File: src/rtl/scisc_pkg.sv
// Constants, field layouts and state types of the serial status and control block
package scisc_pkg;
	// Register byte addresses on the APB
	localparam logic [11:0] ADDR_STATUS = 12'h000;
	localparam logic [11:0] ADDR_CTRL1  = 12'h004;
	localparam logic [11:0] ADDR_CTRL2  = 12'h008;
	localparam logic [11:0] ADDR_DATA   = 12'h00c;
	localparam logic [11:0] ADDR_BAUD   = 12'h010;
	// Status flag positions
	localparam int ST_TXE  = 7;
	localparam int ST_TXD  = 6;
	localparam int ST_RXF  = 5;
	localparam int ST_IDLE = 4;
	localparam int ST_OVR  = 3;
	localparam int ST_NSE  = 2;
	localparam int ST_FRM  = 1;
	localparam int ST_PAR  = 0;
	// First control register fields
	localparam int C1_RX9  = 7;
	localparam int C1_TX9  = 6;
	localparam int C1_LPD  = 5;
	localparam int C1_LEN9 = 4;
	localparam int C1_WAKE = 3;
	localparam int C1_PON  = 2;
	localparam int C1_PODD = 1;
	localparam int C1_PIE  = 0;
	// Second control register fields
	localparam int C2_TXEIE = 7;
	localparam int C2_TXDIE = 6;
	localparam int C2_RXIE  = 5;
	localparam int C2_IDLIE = 4;
	localparam int C2_TXEN  = 3;
	localparam int C2_RXEN  = 2;
	localparam int C2_MUTE  = 1;
	localparam int C2_BRK   = 0;
	// Reset values and clear masks
	localparam logic [7:0] STATUS_RST = 8'hc0;
	localparam logic [7:0] CTRL_RST   = 8'h00;
	localparam logic [7:0] BAUD_RST   = 8'h00;
	localparam logic [7:0] CLR_TX_MSK = 8'hc0;
	localparam logic [7:0] CLR_RX_MSK = 8'h3f;
	// Oversampling: 16 ticks a bit, votes on ticks 7, 8 and 9
	localparam logic [3:0] OVS_LAST  = 4'hf;
	localparam logic [3:0] SMP_FIRST = 4'h7;
	localparam logic [3:0] SMP_LAST  = 4'h9;
	localparam logic [3:0] LAST_BIT8 = 4'h7;
	localparam logic [3:0] LAST_BIT9 = 4'h8;
	// Idle line: a whole frame of ones, in ticks
	localparam logic [7:0] IDLE_TK8 = 8'ha0;
	localparam logic [7:0] IDLE_TK9 = 8'hb0;

	typedef enum logic [1:0] {
		TX_IDLE  = 2'h0,
		TX_START = 2'h1,
		TX_DATA  = 2'h2,
		TX_STOP  = 2'h3
	} scisc_tx_t;

	typedef enum logic [1:0] {
		RX_IDLE  = 2'h0,
		RX_START = 2'h1,
		RX_DATA  = 2'h2,
		RX_STOP  = 2'h3
	} scisc_rx_t;

	// Processor state seen by the block
	typedef struct packed {
		logic halt;
		logic wait_st;
		logic irq_masked;
	} scisc_cpu_t;

	// Line and processor-facing outputs
	typedef struct packed {
		logic txd;
		logic txd_oe;
		logic irq_req;
		logic wake_req;
	} scisc_out_t;

	typedef struct packed {
		logic [7:0] cnt;
		logic       tick;
	} scisc_tick_st_t;

	typedef struct packed {
		logic [7:0] status;
		logic [7:0] ctrl1;
		logic [7:0] ctrl2;
		logic [7:0] baud;
		logic [7:0] tx_hold;
		logic [7:0] rx_hold;
		logic       armed;
		logic       irq;
		logic       wake;
		scisc_tx_t  tx_st;
		logic [8:0] tx_sh;
		logic [3:0] tx_cnt;
		logic [3:0] tx_idx;
		logic       tx_len9;
		logic       tx_brk;
		logic       txd;
		logic       txd_oe;
		logic       sync0;
		logic       sync1;
		scisc_rx_t  rx_st;
		logic [3:0] rx_cnt;
		logic [3:0] rx_idx;
		logic [8:0] rx_sh;
		logic [2:0] rx_smp;
		logic       rx_noise;
		logic       rx_len9;
		logic       rx_pon;
		logic       rx_podd;
		logic [7:0] idle_cnt;
		logic       idle_armed;
	} scisc_state_t;

	localparam scisc_state_t STATE_RST = '{
		status: STATUS_RST, ctrl1: CTRL_RST, ctrl2: CTRL_RST, baud: BAUD_RST,
		tx_st: TX_IDLE, rx_st: RX_IDLE, txd: 1'h1, sync0: 1'h1, sync1: 1'h1,
		default: '0
	};
endpackage

File: src/rtl/scisc_tick.sv
// Oversampling tick generator: one tick every baud+1 core clocks
`timescale 1ns/1ps
`default_nettype none
module scisc_tick (
	input  wire logic       core_clk, // Core clock
	input  wire logic       reset_n,  // Async reset, active low
	input  wire logic       run,      // Prescaler running
	input  wire logic [7:0] div,      // Divide value minus one
	output logic            tick      // One-cycle oversample tick
);
	scisc_pkg::scisc_tick_st_t s;
	scisc_pkg::scisc_tick_st_t n;

	// Stopped prescaler holds its count so no power is spent toggling
	always_comb begin
		n = s;
		n.tick = 1'h0;
		if (run) begin
			if (s.cnt >= div) begin
				n.cnt = 8'h00;
				n.tick = 1'h1;
			end else begin
				n.cnt = s.cnt + 8'h01;
			end
		end
	end

	always_ff @(posedge core_clk or negedge reset_n) begin
		if (!reset_n) begin
			s <= '0;
		end else begin
			s <= n;
		end
	end

	assign tick = s.tick;
endmodule // scisc_tick
`default_nettype wire

File: src/rtl/scisc_core.sv
// Serial interface status flags, control, frame engines, interrupt and low-power logic
//
// Overview of operation
//- Any enabled serial event wakes the processor from wait; operation continues there.
//- Halt freezes all registers and traffic; no serial event ends halt.
//- One shared interrupt, gated by each enable and the global mask.
//- Enables: empty, done, receive covers full and overrun, idle, parity.
//- Empty flag sets on load into shifter; cleared by status then data write.
//- Holding register loads into shifter only while the empty flag is clear.
//- Done flag sets after data frames, never after break; status then write clears.
//- Full flag sets when a word becomes readable; status then data read clears.
//- Idle flag sets on idle line, rearmed only by the next full flag.
//- Overrun sets when a word completes while full; holding register kept.
//- Noise flag on noisy frame, no own interrupt, cleared by status then read.
//- Framing flag on bad stop or break, no own interrupt, same clear.
//- Framing error with overrun sets only overrun.
//- Parity flag on failed check, interrupts with parity enable, same clear.
//- Status resets with empty and done set, the rest clear.
//- Nine-bit frames capture and send the ninth bit fields.
//- Low-power disable stops prescaler and outputs after the current byte.
//- Word length bit picks eight or nine data bits, one start, one stop.
//- Wake method bit: idle line when 0, address mark when 1.
//- Parity replaces the top data bit and is checked; applies from next byte.
//- Parity select: even 0, odd 1; applies from the next byte.
`timescale 1ns/1ps
`default_nettype none
module scisc_core (
	input  wire logic                  core_clk, // 40 MHz core clock
	input  wire logic                  reset_n,  // Async reset, active low
	input  wire logic                  psel,     // APB select
	input  wire logic                  penable,  // APB access phase
	input  wire logic                  pwrite,   // APB write
	input  wire logic [11:0]           paddr,    // APB byte address
	input  wire logic [31:0]           pwdata,   // APB write data
	output logic      [31:0]           prdata,   // APB read data
	output logic                       pready,   // APB ready
	output logic                       pslverr,  // APB error on unmapped address
	input  wire logic                  rxd,      // Receive line pin
	input  wire scisc_pkg::scisc_cpu_t cpu,      // Processor power and mask state
	output scisc_pkg::scisc_out_t      pins      // Line and processor outputs
);
	scisc_pkg::scisc_state_t s;
	scisc_pkg::scisc_state_t n;
	logic       tick;
	logic       run;
	logic       acc;
	logic       hit;
	logic       tx_load;
	logic       rx_deliver;
	logic       ovr_evt;
	logic       clr_tx;
	logic       clr_rx;
	logic [7:0] set;
	logic [8:0] word;
	logic [4:0] evts;
	logic       tx_end;
	logic       rx_end;
	logic       maj;
	logic       noisy;
	logic       frm_err;
	logic       msb;
	logic       addr_ok;
	logic [7:0] idle_thr;

	// Prescaler idles once traffic has drained under low-power disable
	assign run = !cpu.halt && !(s.ctrl1[scisc_pkg::C1_LPD] && s.tx_st == scisc_pkg::TX_IDLE
		&& s.rx_st == scisc_pkg::RX_IDLE);

	scisc_tick u_tick (
		.core_clk (core_clk),
		.reset_n  (reset_n),
		.run      (run),
		.div      (s.baud),
		.tick     (tick)
	);

	// Bus decode; every access completes in its first access cycle
	assign acc = psel && penable;
	assign hit = paddr == scisc_pkg::ADDR_STATUS || paddr == scisc_pkg::ADDR_CTRL1 ||
		paddr == scisc_pkg::ADDR_CTRL2 || paddr == scisc_pkg::ADDR_DATA ||
		paddr == scisc_pkg::ADDR_BAUD;
	assign pready = 1'h1;
	assign pslverr = acc && !hit;

	// Read mux straight from the registers
	always_comb begin
		prdata = 32'h0000_0000;
		unique case (paddr)
			scisc_pkg::ADDR_STATUS: prdata = {24'h000000, s.status};
			scisc_pkg::ADDR_CTRL1:  prdata = {24'h000000, s.ctrl1};
			scisc_pkg::ADDR_CTRL2:  prdata = {24'h000000, s.ctrl2};
			scisc_pkg::ADDR_DATA:   prdata = {24'h000000, s.rx_hold};
			scisc_pkg::ADDR_BAUD:   prdata = {24'h000000, s.baud};
			default:                prdata = 32'h0000_0000;
		endcase
	end

	// Word for the shifter; parity takes the top data position
	always_comb begin
		word = {s.ctrl1[scisc_pkg::C1_TX9], s.tx_hold};
		if (s.ctrl1[scisc_pkg::C1_PON]) begin
			if (s.ctrl1[scisc_pkg::C1_LEN9]) begin
				word[8] = (^s.tx_hold) ^ s.ctrl1[scisc_pkg::C1_PODD];
			end else begin
				word[7] = (^s.tx_hold[6:0]) ^ s.ctrl1[scisc_pkg::C1_PODD];
			end
		end
	end

	// Receive vote and frame checks
	assign maj = (s.rx_smp[0] & s.rx_smp[1]) | (s.rx_smp[0] & s.rx_smp[2]) |
		(s.rx_smp[1] & s.rx_smp[2]);
	assign noisy = !(&s.rx_smp) && (|s.rx_smp);
	assign frm_err = !maj;
	assign msb = s.rx_len9 ? s.rx_sh[8] : s.rx_sh[7];
	assign addr_ok = !s.ctrl2[scisc_pkg::C2_MUTE] || (s.ctrl1[scisc_pkg::C1_WAKE] && msb);
	assign idle_thr = s.ctrl1[scisc_pkg::C1_LEN9] ? scisc_pkg::IDLE_TK9 : scisc_pkg::IDLE_TK8;
	assign tx_end = tick && s.tx_cnt == scisc_pkg::OVS_LAST;
	assign rx_end = tick && s.rx_cnt == scisc_pkg::OVS_LAST;
	assign rx_deliver = rx_end && s.rx_st == scisc_pkg::RX_STOP && addr_ok &&
		!s.status[scisc_pkg::ST_RXF];
	assign ovr_evt = rx_end && s.rx_st == scisc_pkg::RX_STOP && addr_ok &&
		s.status[scisc_pkg::ST_RXF];

	// Enabled events; receive enable covers both full and overrun
	assign evts = {
		s.status[scisc_pkg::ST_TXE] & s.ctrl2[scisc_pkg::C2_TXEIE],
		s.status[scisc_pkg::ST_TXD] & s.ctrl2[scisc_pkg::C2_TXDIE],
		(s.status[scisc_pkg::ST_RXF] | s.status[scisc_pkg::ST_OVR]) & s.ctrl2[scisc_pkg::C2_RXIE],
		s.status[scisc_pkg::ST_IDLE] & s.ctrl2[scisc_pkg::C2_IDLIE],
		s.status[scisc_pkg::ST_PAR] & s.ctrl1[scisc_pkg::C1_PIE]
	};

	// Next state of the whole block
	always_comb begin
		n = s;
		clr_tx = 1'h0;
		clr_rx = 1'h0;
		set = 8'h00;
		tx_load = 1'h0;
		n.sync0 = rxd;
		n.sync1 = s.sync0;
		// Register accesses; a status access arms the clear sequence
		if (acc) begin
			unique case (paddr)
				scisc_pkg::ADDR_STATUS: n.armed = 1'h1;
				scisc_pkg::ADDR_CTRL1: begin
					if (pwrite) begin
						n.ctrl1 = {s.ctrl1[scisc_pkg::C1_RX9], pwdata[6:0]};
					end
				end
				scisc_pkg::ADDR_CTRL2: begin
					if (pwrite) begin
						n.ctrl2 = pwdata[7:0];
					end
				end
				scisc_pkg::ADDR_BAUD: begin
					if (pwrite) begin
						n.baud = pwdata[7:0];
					end
				end
				scisc_pkg::ADDR_DATA: begin
					n.armed = 1'h0;
					if (pwrite) begin
						n.tx_hold = pwdata[7:0];
						clr_tx = s.armed;
					end else begin
						clr_rx = s.armed;
					end
				end
				default: n.armed = s.armed;
			endcase
		end
		// Transmit engine; frame format is fixed when the word is loaded
		if (s.tx_st != scisc_pkg::TX_IDLE && tick) begin
			n.tx_cnt = s.tx_cnt + 4'h1;
		end
		unique case (s.tx_st)
			scisc_pkg::TX_IDLE: begin
				n.txd = 1'h1;
				if (s.ctrl2[scisc_pkg::C2_TXEN] && !s.ctrl1[scisc_pkg::C1_LPD]) begin
					n.tx_cnt = 4'h0;
					n.tx_len9 = s.ctrl1[scisc_pkg::C1_LEN9];
					if (s.ctrl2[scisc_pkg::C2_BRK]) begin
						n.tx_sh = 9'h000;
						n.tx_brk = 1'h1;
						n.txd = 1'h0;
						n.tx_st = scisc_pkg::TX_START;
					end else if (!s.status[scisc_pkg::ST_TXE]) begin
						tx_load = 1'h1;
						set[scisc_pkg::ST_TXE] = 1'h1;
						n.tx_sh = word;
						n.tx_brk = 1'h0;
						n.txd = 1'h0;
						n.tx_st = scisc_pkg::TX_START;
					end
				end
			end
			scisc_pkg::TX_START: begin
				if (tx_end) begin
					n.txd = s.tx_sh[0];
					n.tx_sh = s.tx_sh >> 1;
					n.tx_idx = 4'h0;
					n.tx_st = scisc_pkg::TX_DATA;
				end
			end
			scisc_pkg::TX_DATA: begin
				if (tx_end) begin
					if (s.tx_idx == (s.tx_len9 ? scisc_pkg::LAST_BIT9 : scisc_pkg::LAST_BIT8)) begin
						n.txd = !s.tx_brk;
						n.tx_st = scisc_pkg::TX_STOP;
					end else begin
						n.tx_idx = s.tx_idx + 4'h1;
						n.txd = s.tx_sh[0];
						n.tx_sh = s.tx_sh >> 1;
					end
				end
			end
			scisc_pkg::TX_STOP: begin
				if (tx_end) begin
					n.txd = 1'h1;
					n.tx_st = scisc_pkg::TX_IDLE;
					set[scisc_pkg::ST_TXD] = !s.tx_brk;
				end
			end
		endcase
		// Receive engine: vote on ticks 7 to 9 of each bit
		if (tick && s.rx_st != scisc_pkg::RX_IDLE) begin
			n.rx_cnt = s.rx_cnt + 4'h1;
			if (s.rx_cnt >= scisc_pkg::SMP_FIRST && s.rx_cnt <= scisc_pkg::SMP_LAST) begin
				n.rx_smp = {s.rx_smp[1:0], s.sync1};
			end
		end
		unique case (s.rx_st)
			scisc_pkg::RX_IDLE: begin
				if (tick && s.ctrl2[scisc_pkg::C2_RXEN]) begin
					if (!s.sync1 && !s.ctrl1[scisc_pkg::C1_LPD]) begin
						n.rx_st = scisc_pkg::RX_START;
						n.rx_cnt = 4'h0;
						n.idle_cnt = 8'h00;
						n.rx_noise = 1'h0;
						n.rx_len9 = s.ctrl1[scisc_pkg::C1_LEN9];
						n.rx_pon = s.ctrl1[scisc_pkg::C1_PON];
						n.rx_podd = s.ctrl1[scisc_pkg::C1_PODD];
					end else if (!s.sync1) begin
						n.idle_cnt = 8'h00;
					end else if (s.idle_cnt < idle_thr) begin
						n.idle_cnt = s.idle_cnt + 8'h01;
						if (s.idle_cnt == idle_thr - 8'h01) begin
							if (s.ctrl2[scisc_pkg::C2_MUTE]) begin
								n.ctrl2[scisc_pkg::C2_MUTE] = s.ctrl1[scisc_pkg::C1_WAKE];
							end else if (s.idle_armed) begin
								set[scisc_pkg::ST_IDLE] = 1'h1;
								n.idle_armed = 1'h0;
							end
						end
					end
				end
			end
			scisc_pkg::RX_START: begin
				if (rx_end) begin
					n.rx_noise = noisy;
					n.rx_idx = 4'h0;
					n.rx_st = maj ? scisc_pkg::RX_IDLE : scisc_pkg::RX_DATA;
				end
			end
			scisc_pkg::RX_DATA: begin
				if (rx_end) begin
					n.rx_sh[s.rx_idx] = maj;
					n.rx_noise = s.rx_noise | noisy;
					if (s.rx_idx == (s.rx_len9 ? scisc_pkg::LAST_BIT9 : scisc_pkg::LAST_BIT8)) begin
						n.rx_st = scisc_pkg::RX_STOP;
					end else begin
						n.rx_idx = s.rx_idx + 4'h1;
					end
				end
			end
			scisc_pkg::RX_STOP: begin
				if (rx_end) begin
					n.rx_st = scisc_pkg::RX_IDLE;
					n.idle_cnt = 8'h00;
					if (addr_ok) begin
						n.ctrl2[scisc_pkg::C2_MUTE] = 1'h0;
					end
					// Overrun keeps the held word and hides the framing error
					set[scisc_pkg::ST_OVR] = ovr_evt;
					if (rx_deliver) begin
						n.rx_hold = s.rx_sh[7:0];
						if (s.rx_len9) begin
							n.ctrl1[scisc_pkg::C1_RX9] = s.rx_sh[8];
						end
						set[scisc_pkg::ST_RXF] = 1'h1;
						set[scisc_pkg::ST_NSE] = s.rx_noise | noisy;
						set[scisc_pkg::ST_FRM] = frm_err;
						set[scisc_pkg::ST_PAR] = s.rx_pon && ((s.rx_len9 ? ^s.rx_sh :
							^s.rx_sh[7:0]) ^ s.rx_podd);
						n.idle_armed = 1'h1;
					end
				end
			end
		endcase
		// A flag set in the clearing cycle survives the clear
		n.status = (s.status & ~((clr_tx ? scisc_pkg::CLR_TX_MSK : 8'h00) |
			(clr_rx ? scisc_pkg::CLR_RX_MSK : 8'h00))) | set;
		n.txd_oe = s.ctrl2[scisc_pkg::C2_TXEN] && !(s.ctrl1[scisc_pkg::C1_LPD] &&
			s.tx_st == scisc_pkg::TX_IDLE);
		n.irq = (|evts) && !cpu.irq_masked;
		n.wake = (|evts) && cpu.wait_st;
		// Halt freezes everything and must never wake the processor
		if (cpu.halt) begin
			n = s;
			n.wake = 1'h0;
		end
	end

	always_ff @(posedge core_clk or negedge reset_n) begin
		if (!reset_n) begin
			s <= scisc_pkg::STATE_RST;
		end else begin
			s <= n;
		end
	end

	assign pins = '{txd: s.txd, txd_oe: s.txd_oe, irq_req: s.irq, wake_req: s.wake};
endmodule // scisc_core
`default_nettype wire

File: config.mk
export PLATFORM = sky130hd
export DESIGN_NAME = scisc_core
export DESIGN_NICKNAME = d
export VERILOG_FILES = /design/src/rtl/scisc_pkg.sv /design/src/rtl/scisc_tick.sv /design/src/rtl/scisc_core.sv
export SDC_FILE = /design/constraint.sdc
export NUM_CORES = 1
export LEC_CHECK = 0
export BUFFER_PORTS_ARGS = -buffer_cell sky130_fd_sc_hd__clkbuf_2
export CORE_MARGIN = 3
export CORE_UTILIZATION = 30
export DETAILED_ROUTE_END_ITERATION = 12
export GPL_TIMING_DRIVEN = 0
export HOLD_SLACK_MARGIN = 0.08
export PLACE_DENSITY = 0.48
export SLEW_MARGIN = 20
export SYNTH_ARGS = -nofsm -noshare
export SYNTH_HDL_FRONTEND = slang
export SYNTH_SLANG_ARGS = --single-unit
export TNS_END_PERCENT = 100
File: constraint.sdc
create_clock -name core_clk -period 2 [get_ports core_clk]
set_input_delay 0.1 -clock core_clk [delete_from_list [all_inputs] [get_ports core_clk]]
set_output_delay 0.1 -clock core_clk [all_outputs]
set_load 0.05 [all_outputs]
# Word-level counts from Yosys, hierarchy flattened
# Cells that the tools add are included.
# op_classes
add_sub_neg	7
n_mux	123
magnitude_cmp	6
eq_ne	37
n_reduce_logical	79
bitwise_logic	20
# ops
op	n
2-to-1 mux 8 bit	8
2-to-1 mux 61 bit	1
2-to-1 mux 4 bit	14
2-to-1 mux 1 bit	53
2-to-1 mux 11 bit	4
case mux 8 bit (5 select lines)	1
2-to-1 mux 9 bit	4
AND reduction 4 bit	8
inequality test 2 bit (second input constant)	15
case mux 9 bit (3 select lines)	1
2-to-1 mux 13 bit	2
2-to-1 mux 2 bit	13
== test 12 x 4 -> 1 bit (second input constant)	2
logical AND 1 bit	24
AND reduction 7 bit	3
2-to-1 mux 18 bit	1
2-to-1 mux 6 bit	3
case mux 9 bit (2 select lines)	1
adder 4 x 1 -> 4 bit (second input constant)	4
adder 8 x 1 -> 8 bit (second input constant)	2
case mux 2 bit (4 select lines)	2
case mux 4 bit (2 select lines)	2
parity 8 bit	2
2-to-1 mux 15 bit	1
other kinds (46)	101
# word_totals
input_bits	53
out_inout_bits	38
ff_bits	120

# Depth between registers and ports, before layout
# Gate-level depths: netlist of run 1.
# depth
word_depth	10
ltp_mapped	9
ltp_nobuf	8

# Cells and area by module
# A second synthesis of run 1 with hierarchy kept.
# hier_totals
hier_cells	659
area_unflattened_um2	7018.0
# modules_own_cells
module	seq_area_each_um2	cells_per_inst	area_per_inst_um2	instances
scisc_core	2783.9	588	6396.1	1
scisc_tick	225.2	71	621.8	1

# Least setup slack after synthesis of run 1
# No wires, ideal clock.
# synth_timing
path_type	flip-flop to flip-flop
from	reg s[33] (netlist name)
to	reg s[0] (netlist name)
t_required_ns	1.935
period_less_slack_ns	2.082
n_path_buf	0
stages_incl_launch_ff	9
setup_ns	0.065
arrival_ns	2.018
setup_slack_ns	-0.082
cell_sequence	dfrtp_1 inv_1 ha_1 or2_2 a221o_1 a21o_1 a21o_1 nor4_1 o22a_1
# synth_between
elab_chain_cells	6
word_cells_on_any_way	16
cone_classes	9 x eq/ne; 1 x mux; 6 x reduce/logical
# synth_rtl
item	line	rtl
from (decl)	scisc_core.sv:42	scisc_pkg::scisc_state_t s;
from (signal assigned)	scisc_core.sv:318	s <= scisc_pkg::STATE_RST;
from (signal assigned)	scisc_core.sv:320	s <= n;
== test 2 bit	scisc_core.sv:120, scisc_core.sv:234	
logical AND 1 bit (3 in series)	scisc_core.sv:120	assign rx_deliver = rx_end && s.rx_st == scisc_pkg::RX_STOP && addr_ok &&
inequality test 2 bit (no source line)	--	
AND reduction 10 bit (no source line)	--	
# Parallel ways exist; a longest one is shown, timed or not.
# A chain may end at the register's enable or synchronous reset.

# Worst setup path in the final report of run 1
# layout_timing
from	reg s[33] (netlist name)
to	reg s[5] (netlist name)
# layout_between
elab_chain_cells	3
word_cells_on_any_way	8
cone_classes	4 x eq/ne; 1 x mux; 3 x reduce/logical
# layout_rtl
item	line	rtl
zero test 2 bit / == test 2 bit (equally long branches)	scisc_core.sv:234	unique case (s.rx_st)
inequality test 4 x 2 -> 1 bit (no source line) (tied with other cells)	--	
AND reduction 5 bit (no source line)	--	
# Parallel ways exist; a longest one is shown, timed or not.

==> results.cfg, run 1 <==
[run_status]
outcome = completed

[clock_tree]
clk_path_buf_depth = 2
clockRootBuffer = clkbuf_16
insertion_delay_ps = 410
cts_sinks = 120
h-tree-depth = 4
path_clk_slew_ps = 50
cts_buffers = 17
cts_tree = built

[synthesis]
yosysMostFrequentCell = dfrtp_1
ys_seq_area_frac = 0.448
synth.cell_area_mm2 = 0.00672
postSynthAreaPerCell_um2 = 10.3
synth-edff-count = 0
synth.area.top_cells = dfrtp_1 43%, mux2_2 9.9%, ha_1 5.4%
synth_largest_area_cell = dfrtp_1
ys_warn_count = 0
synth_cell_types = 70
ys_ff_latch = 120
netlist.area_leader.share = 0.428
ys_async_sr_fraction = 1.00
synth_top_flop_cell = dfrtp_1
syn_inst = 650
synth_commonest_cells = 115 x dfrtp_1, 74 x nand2_1, 59 x mux2_2, 41 x o21ai_0

[critical_path]
crit_path_end_kind = register
cp.required_ps = 2340
startpoint_type = register
crit_start = s[33]$_DFFE_PN0P_
critPathArrivalTime_ps = 2310
worstRegToRegCells = 9
worstSetupPathType = reg2reg
critPathMaxFanout = 5
r2r_start = s[33]$_DFFE_PN0P_

[pwr]
irDropWorstVdd_v = 0.000535
power_density_mw_per_mm2 = 855
power_mw = 7.55
leakagePower_nw = 4.08

[placed_design]
place.gp.congestion = 0.810
place_inst = 994
dp_hpwl_mm = 12.7
port_buffers = 40
preCtsSetupSlack_ps = -355

[drt]
dr.pass1.iters = 5
wire_per_inst_um = 17.0
drc = 0
vias_per_cell = 5.02
drt_wl_total_mm = 18.3
drt_iter0_markers = 303
drtAntennaViolNets = 0
vias = 5394

[die]
initial_core_util = 0.307
die_w_um = 156
die_area_mm2 = 0.0242
num_rows = 54
die_h_um = 156
fp.coreArea_mm2 = 0.0219
ios = 91

[timing]
min_period_ps = 1970
min_period_over_period = 0.985
finClkSkew_ps = 7.63
worstMarginPinSlew_ps = 610
hold_ws_ps = 160
rsz0062_at_grt = yes
slew-limit-headroom = 0.593
finalSetupViolations = 0
max_clock_freq_mhz = 508
drv_slew = 0
layout_setup_ws_ps = 30.0
hold_viol = 0

[global_route]
grt_pass1_vias = 5413
overflow = 0
grt_max_degree = 85
grt_use_total = 0.150
grt_pass1_wl_mm = 28.7
antenna_found_initial = 0

[finish]
final_cells = 1074
syn2layout_area_growth_pct = 31.4
layout-drive-gt1-share = 0.363
nets = 863
num_antenna_cells = 0
utilization = 0.403

[worst_hold_path]
whs_path_depth = 4
hp-start = penable
hold_class = in2reg

[job]
cap_violations = 0
[metal layers]
layer / track usage / wire length, um / share of wire / vias up
met5: 0 / 0 / 0 / -
met4: 0.0338 / 134 / 0.0073 / 0
met3: 0.0402 / 702 / 0.038 / 15
met2: 0.249 / 9050 / 0.50 / 98
met1: 0.197 / 8370 / 0.46 / 2722
li1: - / - / - / 2559
[flip-flops by register name, summed over array words and instances, names as in the netlist, named ones only]
signal       cells
pins             4
s               97
u_tick.s         8
u_tick.tick      1
[stage by stage]
stage / area [um2] / TNS [ps]
global route: 8820 / -843
detailed placement: 7410 / -14950
floorplan: 6830 / -3.74
global placement: 7380 / -140530
finish: 8820 / 0
CTS: 8480 / -101
[power breakdown]
group | internal, mW | switching (mW)
clock | 2.17 | 1.09
combinational | 0.692 | 0.830
sequential | 2.60 | 0.164
total | 5.46 | 2.08
[path summary, 6_finish.rpt]
check                                           to  slack (ps)
setup / recovery                  s[5]$_DFFE_PN0P_          30
hold / removal                   s[62]$_DFFE_PN0P_         160
setup reg to reg                  s[5]$_DFFE_PN0P_          30
hold reg to reg                   s[0]$_DFFE_PN0P_         490
max in group asynchronous  u_tick.s[2]$_DFFE_PN0P_        1070
min in group asynchronous      pins[1]$_DFFE_PN0N_         170
[placed cells by master (no fill, tap or decap), types with 12 or more instances in the layout]
| cell | synthesis | final |
|---|---|---|
| ha_1 | 29 | 18 |
| dfrtp_1 | 115 | 111 |
| clkbuf_2 | 0 | 38 |
| mux2_2 | 59 | 59 |
| o21ai_0 | 41 | 28 |
| inv_1 | 31 | 26 |
| nand2_1 | 74 | 74 |
| nor2_1 | 30 | 23 |
| xnor2_1 | 17 | 17 |
| a22o_1 | 17 | 17 |
| clkbuf_16 | 0 | 17 |
| a22oi_1 | 13 | 13 |
| dlygate4sd3_1 | 0 | 12 |
| buf_4 | 31 | 69 |
| nand3_1 | 21 | 19 |
| conb_1 | 2 | 25 |
[cell type report]
cell class                      count  area (um2)
Fill cell                        2165       13100
Multi-Input combinational cell    475        3720
Sequential cell                   120        3010
Timing Repair Buffer               93         678
Clock buffer                       23         478
Tap cell                          280         350
Buffer                             43         323
Clock inverter                      9         145
Inverter                           31         119
[logic make-up (layout without fill, tap and decap cells)]
logic type / Yosys count / in the layout / share of synthesized area
mux: 63 / 63 / 0.105
other cells: 2 / 25 / 0.00112
flops: 120 / 120 / 0.448
fa+ha+maj: 30 / 30 / 0.0555
simple gates: 192 / 192 / 0.146
xor+xnor: 27 / 27 / 0.0352
compound gates: 138 / 138 / 0.144
buf+inv: 78 / 199 / 0.0654
[worst max-delay path, cell delays in order (launching register included)]
cell	delay [ps]
dfrtp_1	400
inv_4	100
ha_4	210
or2_4	220
a221o_1	300
a21o_1	200
buf_4	150
nor2_4	120
nand2_1	80
o21ai_2	110
[timing repair]
action,CTS,global route
hold buffers,12,0
endpoints found under the setup margin,74,52
hold endpoints to repair,151,0
resized for setup,42,58
pin swaps,20,26
setup buffers,24,16
Note: power is estimated with default switching activity, not from simulation.
==> run 2, diff against run 1 <==
Settings changed: REMOVE_ABC_BUFFERS set to 1.
==> run 2 against run 1 <==
- the run now ends with setup timing left
- first-iteration DRC count decreased by 0.33%
- sequential share of layout area increased by 1.8 points
- worst hold slack got worse by 30 ps
- wire length decreased by 4.5%
- clock skew about the same
- critical path depth decreased by 1
- power decreased by 5.3%
- sequential power about the same
- combinational power decreased by 9%
- largest cell class unchanged
- largest power group unchanged
==> results.cfg, run 2 (same netlist as run 1, synthesis figures left out) <==
[finish]
nets = 818
utilization = 0.382
fillerInstances = 2112
regArea_mm2 = 0.00301
layout-drive-gt1-share = 0.314
syn2layout_area_growth_pct = 24.6
max_flop_register = s
final_cells = 1029
num_antenna_cells = 0
largest_reg_flops = 97
mostFrequentLayoutCell = dfrtp_1
multiInputGateArea_mm2 = 0.00363
layout_common_cells = 114 x dfrtp_1, 74 x nand2_1, 59 x mux2_2
final_area_mm2 = 0.00837

[critical_path]
critPathMaxFanout = 8
max_stage_delay_ps = 390
cp.required_ps = 2330
worstSetupPathType = reg2reg
cpLargestDelayFamily = compound AO/OA/AOI/OAI gates
critPathSlowestCell = dfrtp_1
critPathArrivalTime_ps = 2360
crit_path_end_kind = register
startpoint_type = register
critPathBufInv = 2
crit_chain = inv_2 -> ha_2 -> inv_1 -> a21oi_1 -> o31a_1 -> nand4_1 -> or3_1 -> o21ai_0

[placed_design]
place.gp.congestion = 0.802
preCtsSetupSlack_ps = -715
place_inst = 948
dp_hpwl_mm = 12.2
placed_cell_area_mm2 = 0.00707
port_buffers = 41

[timing]
layout_setup_ws_ps = -27.7
tns_ps = -91.2
min_period_over_period = 1.01
hold_ws_ps = 130
slew-limit-headroom = 0.630
min_period_ps = 2030
finClkSkew_ps = 7.85
max_clock_freq_mhz = 493
hold_viol = 0
rsz0062_at_grt = yes
drv_slew = 0
worstMarginPinSlew_ps = 551
finalSetupViolations = 6

[drt]
vias = 5199
drt_iter0_markers = 302
drtAntennaViolNets = 0
drt_wl_total_mm = 17.4
vias_per_cell = 5.05
drc = 0
dr.pass1.iters = 5
wire_per_inst_um = 16.9

[clock_tree]
cts_tree = built
cts_buffers = 17
h-tree-depth = 4
clockRootBuffer = clkbuf_16
insertion_delay_ps = 410
path_clk_slew_ps = 60
cts_sinks = 120
clk_path_buf_depth = 2

[run_status]
outcome = finished with violations
violations = setup timing

[pwr]
power_mw = 7.15
power_density_mw_per_mm2 = 854
irDropWorstVdd_v = 0.000572
leakagePower_nw = 3.83

[die]
fp.coreArea_mm2 = 0.0219
die_h_um = 156
initial_core_util = 0.307
num_rows = 54
ios = 91
die_area_mm2 = 0.0242
die_w_um = 156

[global_route]
antenna_found_initial = 0
grt_max_degree = 64
grt_pass1_wl_mm = 28.0
overflow = 0
grt_use_total = 0.145
grt_pass1_vias = 5177

[worst_hold_path]
hold_class = in2reg

[job]
cap_violations = 0
## run 2: what timing repair did
item / CTS / global route
setup endpoints to repair: 69 / 62
buffers inserted: 22 / 16
gates resized for setup: 43 / 45
hold buffers: 12 / 0
pin swaps: 20 / 22
endpoints found under the hold margin: 90 / 0
## run 2: where the power goes
part / switching (mW) / leakage, nW / internal (mW)
clock: 1.13 / 0.280 / 1.88
combinational: 0.815 / 1.98 / 0.561
sequential: 0.161 / 1.56 / 2.59
total: 2.11 / 3.83 / 5.04
## run 2: final cells by class
class / count / area share
clock buffer: 19 / 0.0541
multi-input combinational: 475 / 0.434
tap: 280 / 0.0419
inverter: 31 / 0.0139
timing repair buffer: 91 / 0.0815
sequential: 120 / 0.360
clock inverter: 13 / 0.0154
## run 2: path summary, 6_finish.rpt
kind,slack [ps],depth (start not counted),startpoint,endpoint
setup / recovery,-30,8,s[33]$_DFFE_PN0P_,s[28]$_DFFE_PN0P_
hold / removal,130,3,pwrite,s[109]$_DFFE_PN1N_
setup reg to reg,-30,8,s[33]$_DFFE_PN0P_,s[28]$_DFFE_PN0P_
hold reg to reg,490,1,s[4]$_DFFE_PN0P_,s[4]$_DFFE_PN0P_
max in group asynchronous,1050,3,reset_n,s[36]$_DFFE_PN1N_
min in group asynchronous,210,2,reset_n,s[42]$_DFFE_PN0P_
## run 2: metal layers
layer	up-vias	routed length, um	track usage	share of wire
met1	2595	8000	0.189	0.46
met2	116	8600	0.240	0.49
li1	2469	-	-	-
met3	19	560	0.0283	0.032
met4	0	263	0.0509	0.015
met5	-	0	0	0
## run 2: worst reg2reg max path, stage by stage, from the launching register on
cell     delay [ps]
dfrtp_1         390
inv_2           110
ha_2            290
inv_1           120
a21oi_1         170
o31a_1          290
nand4_1         140
or3_1           350
o21ai_0          80
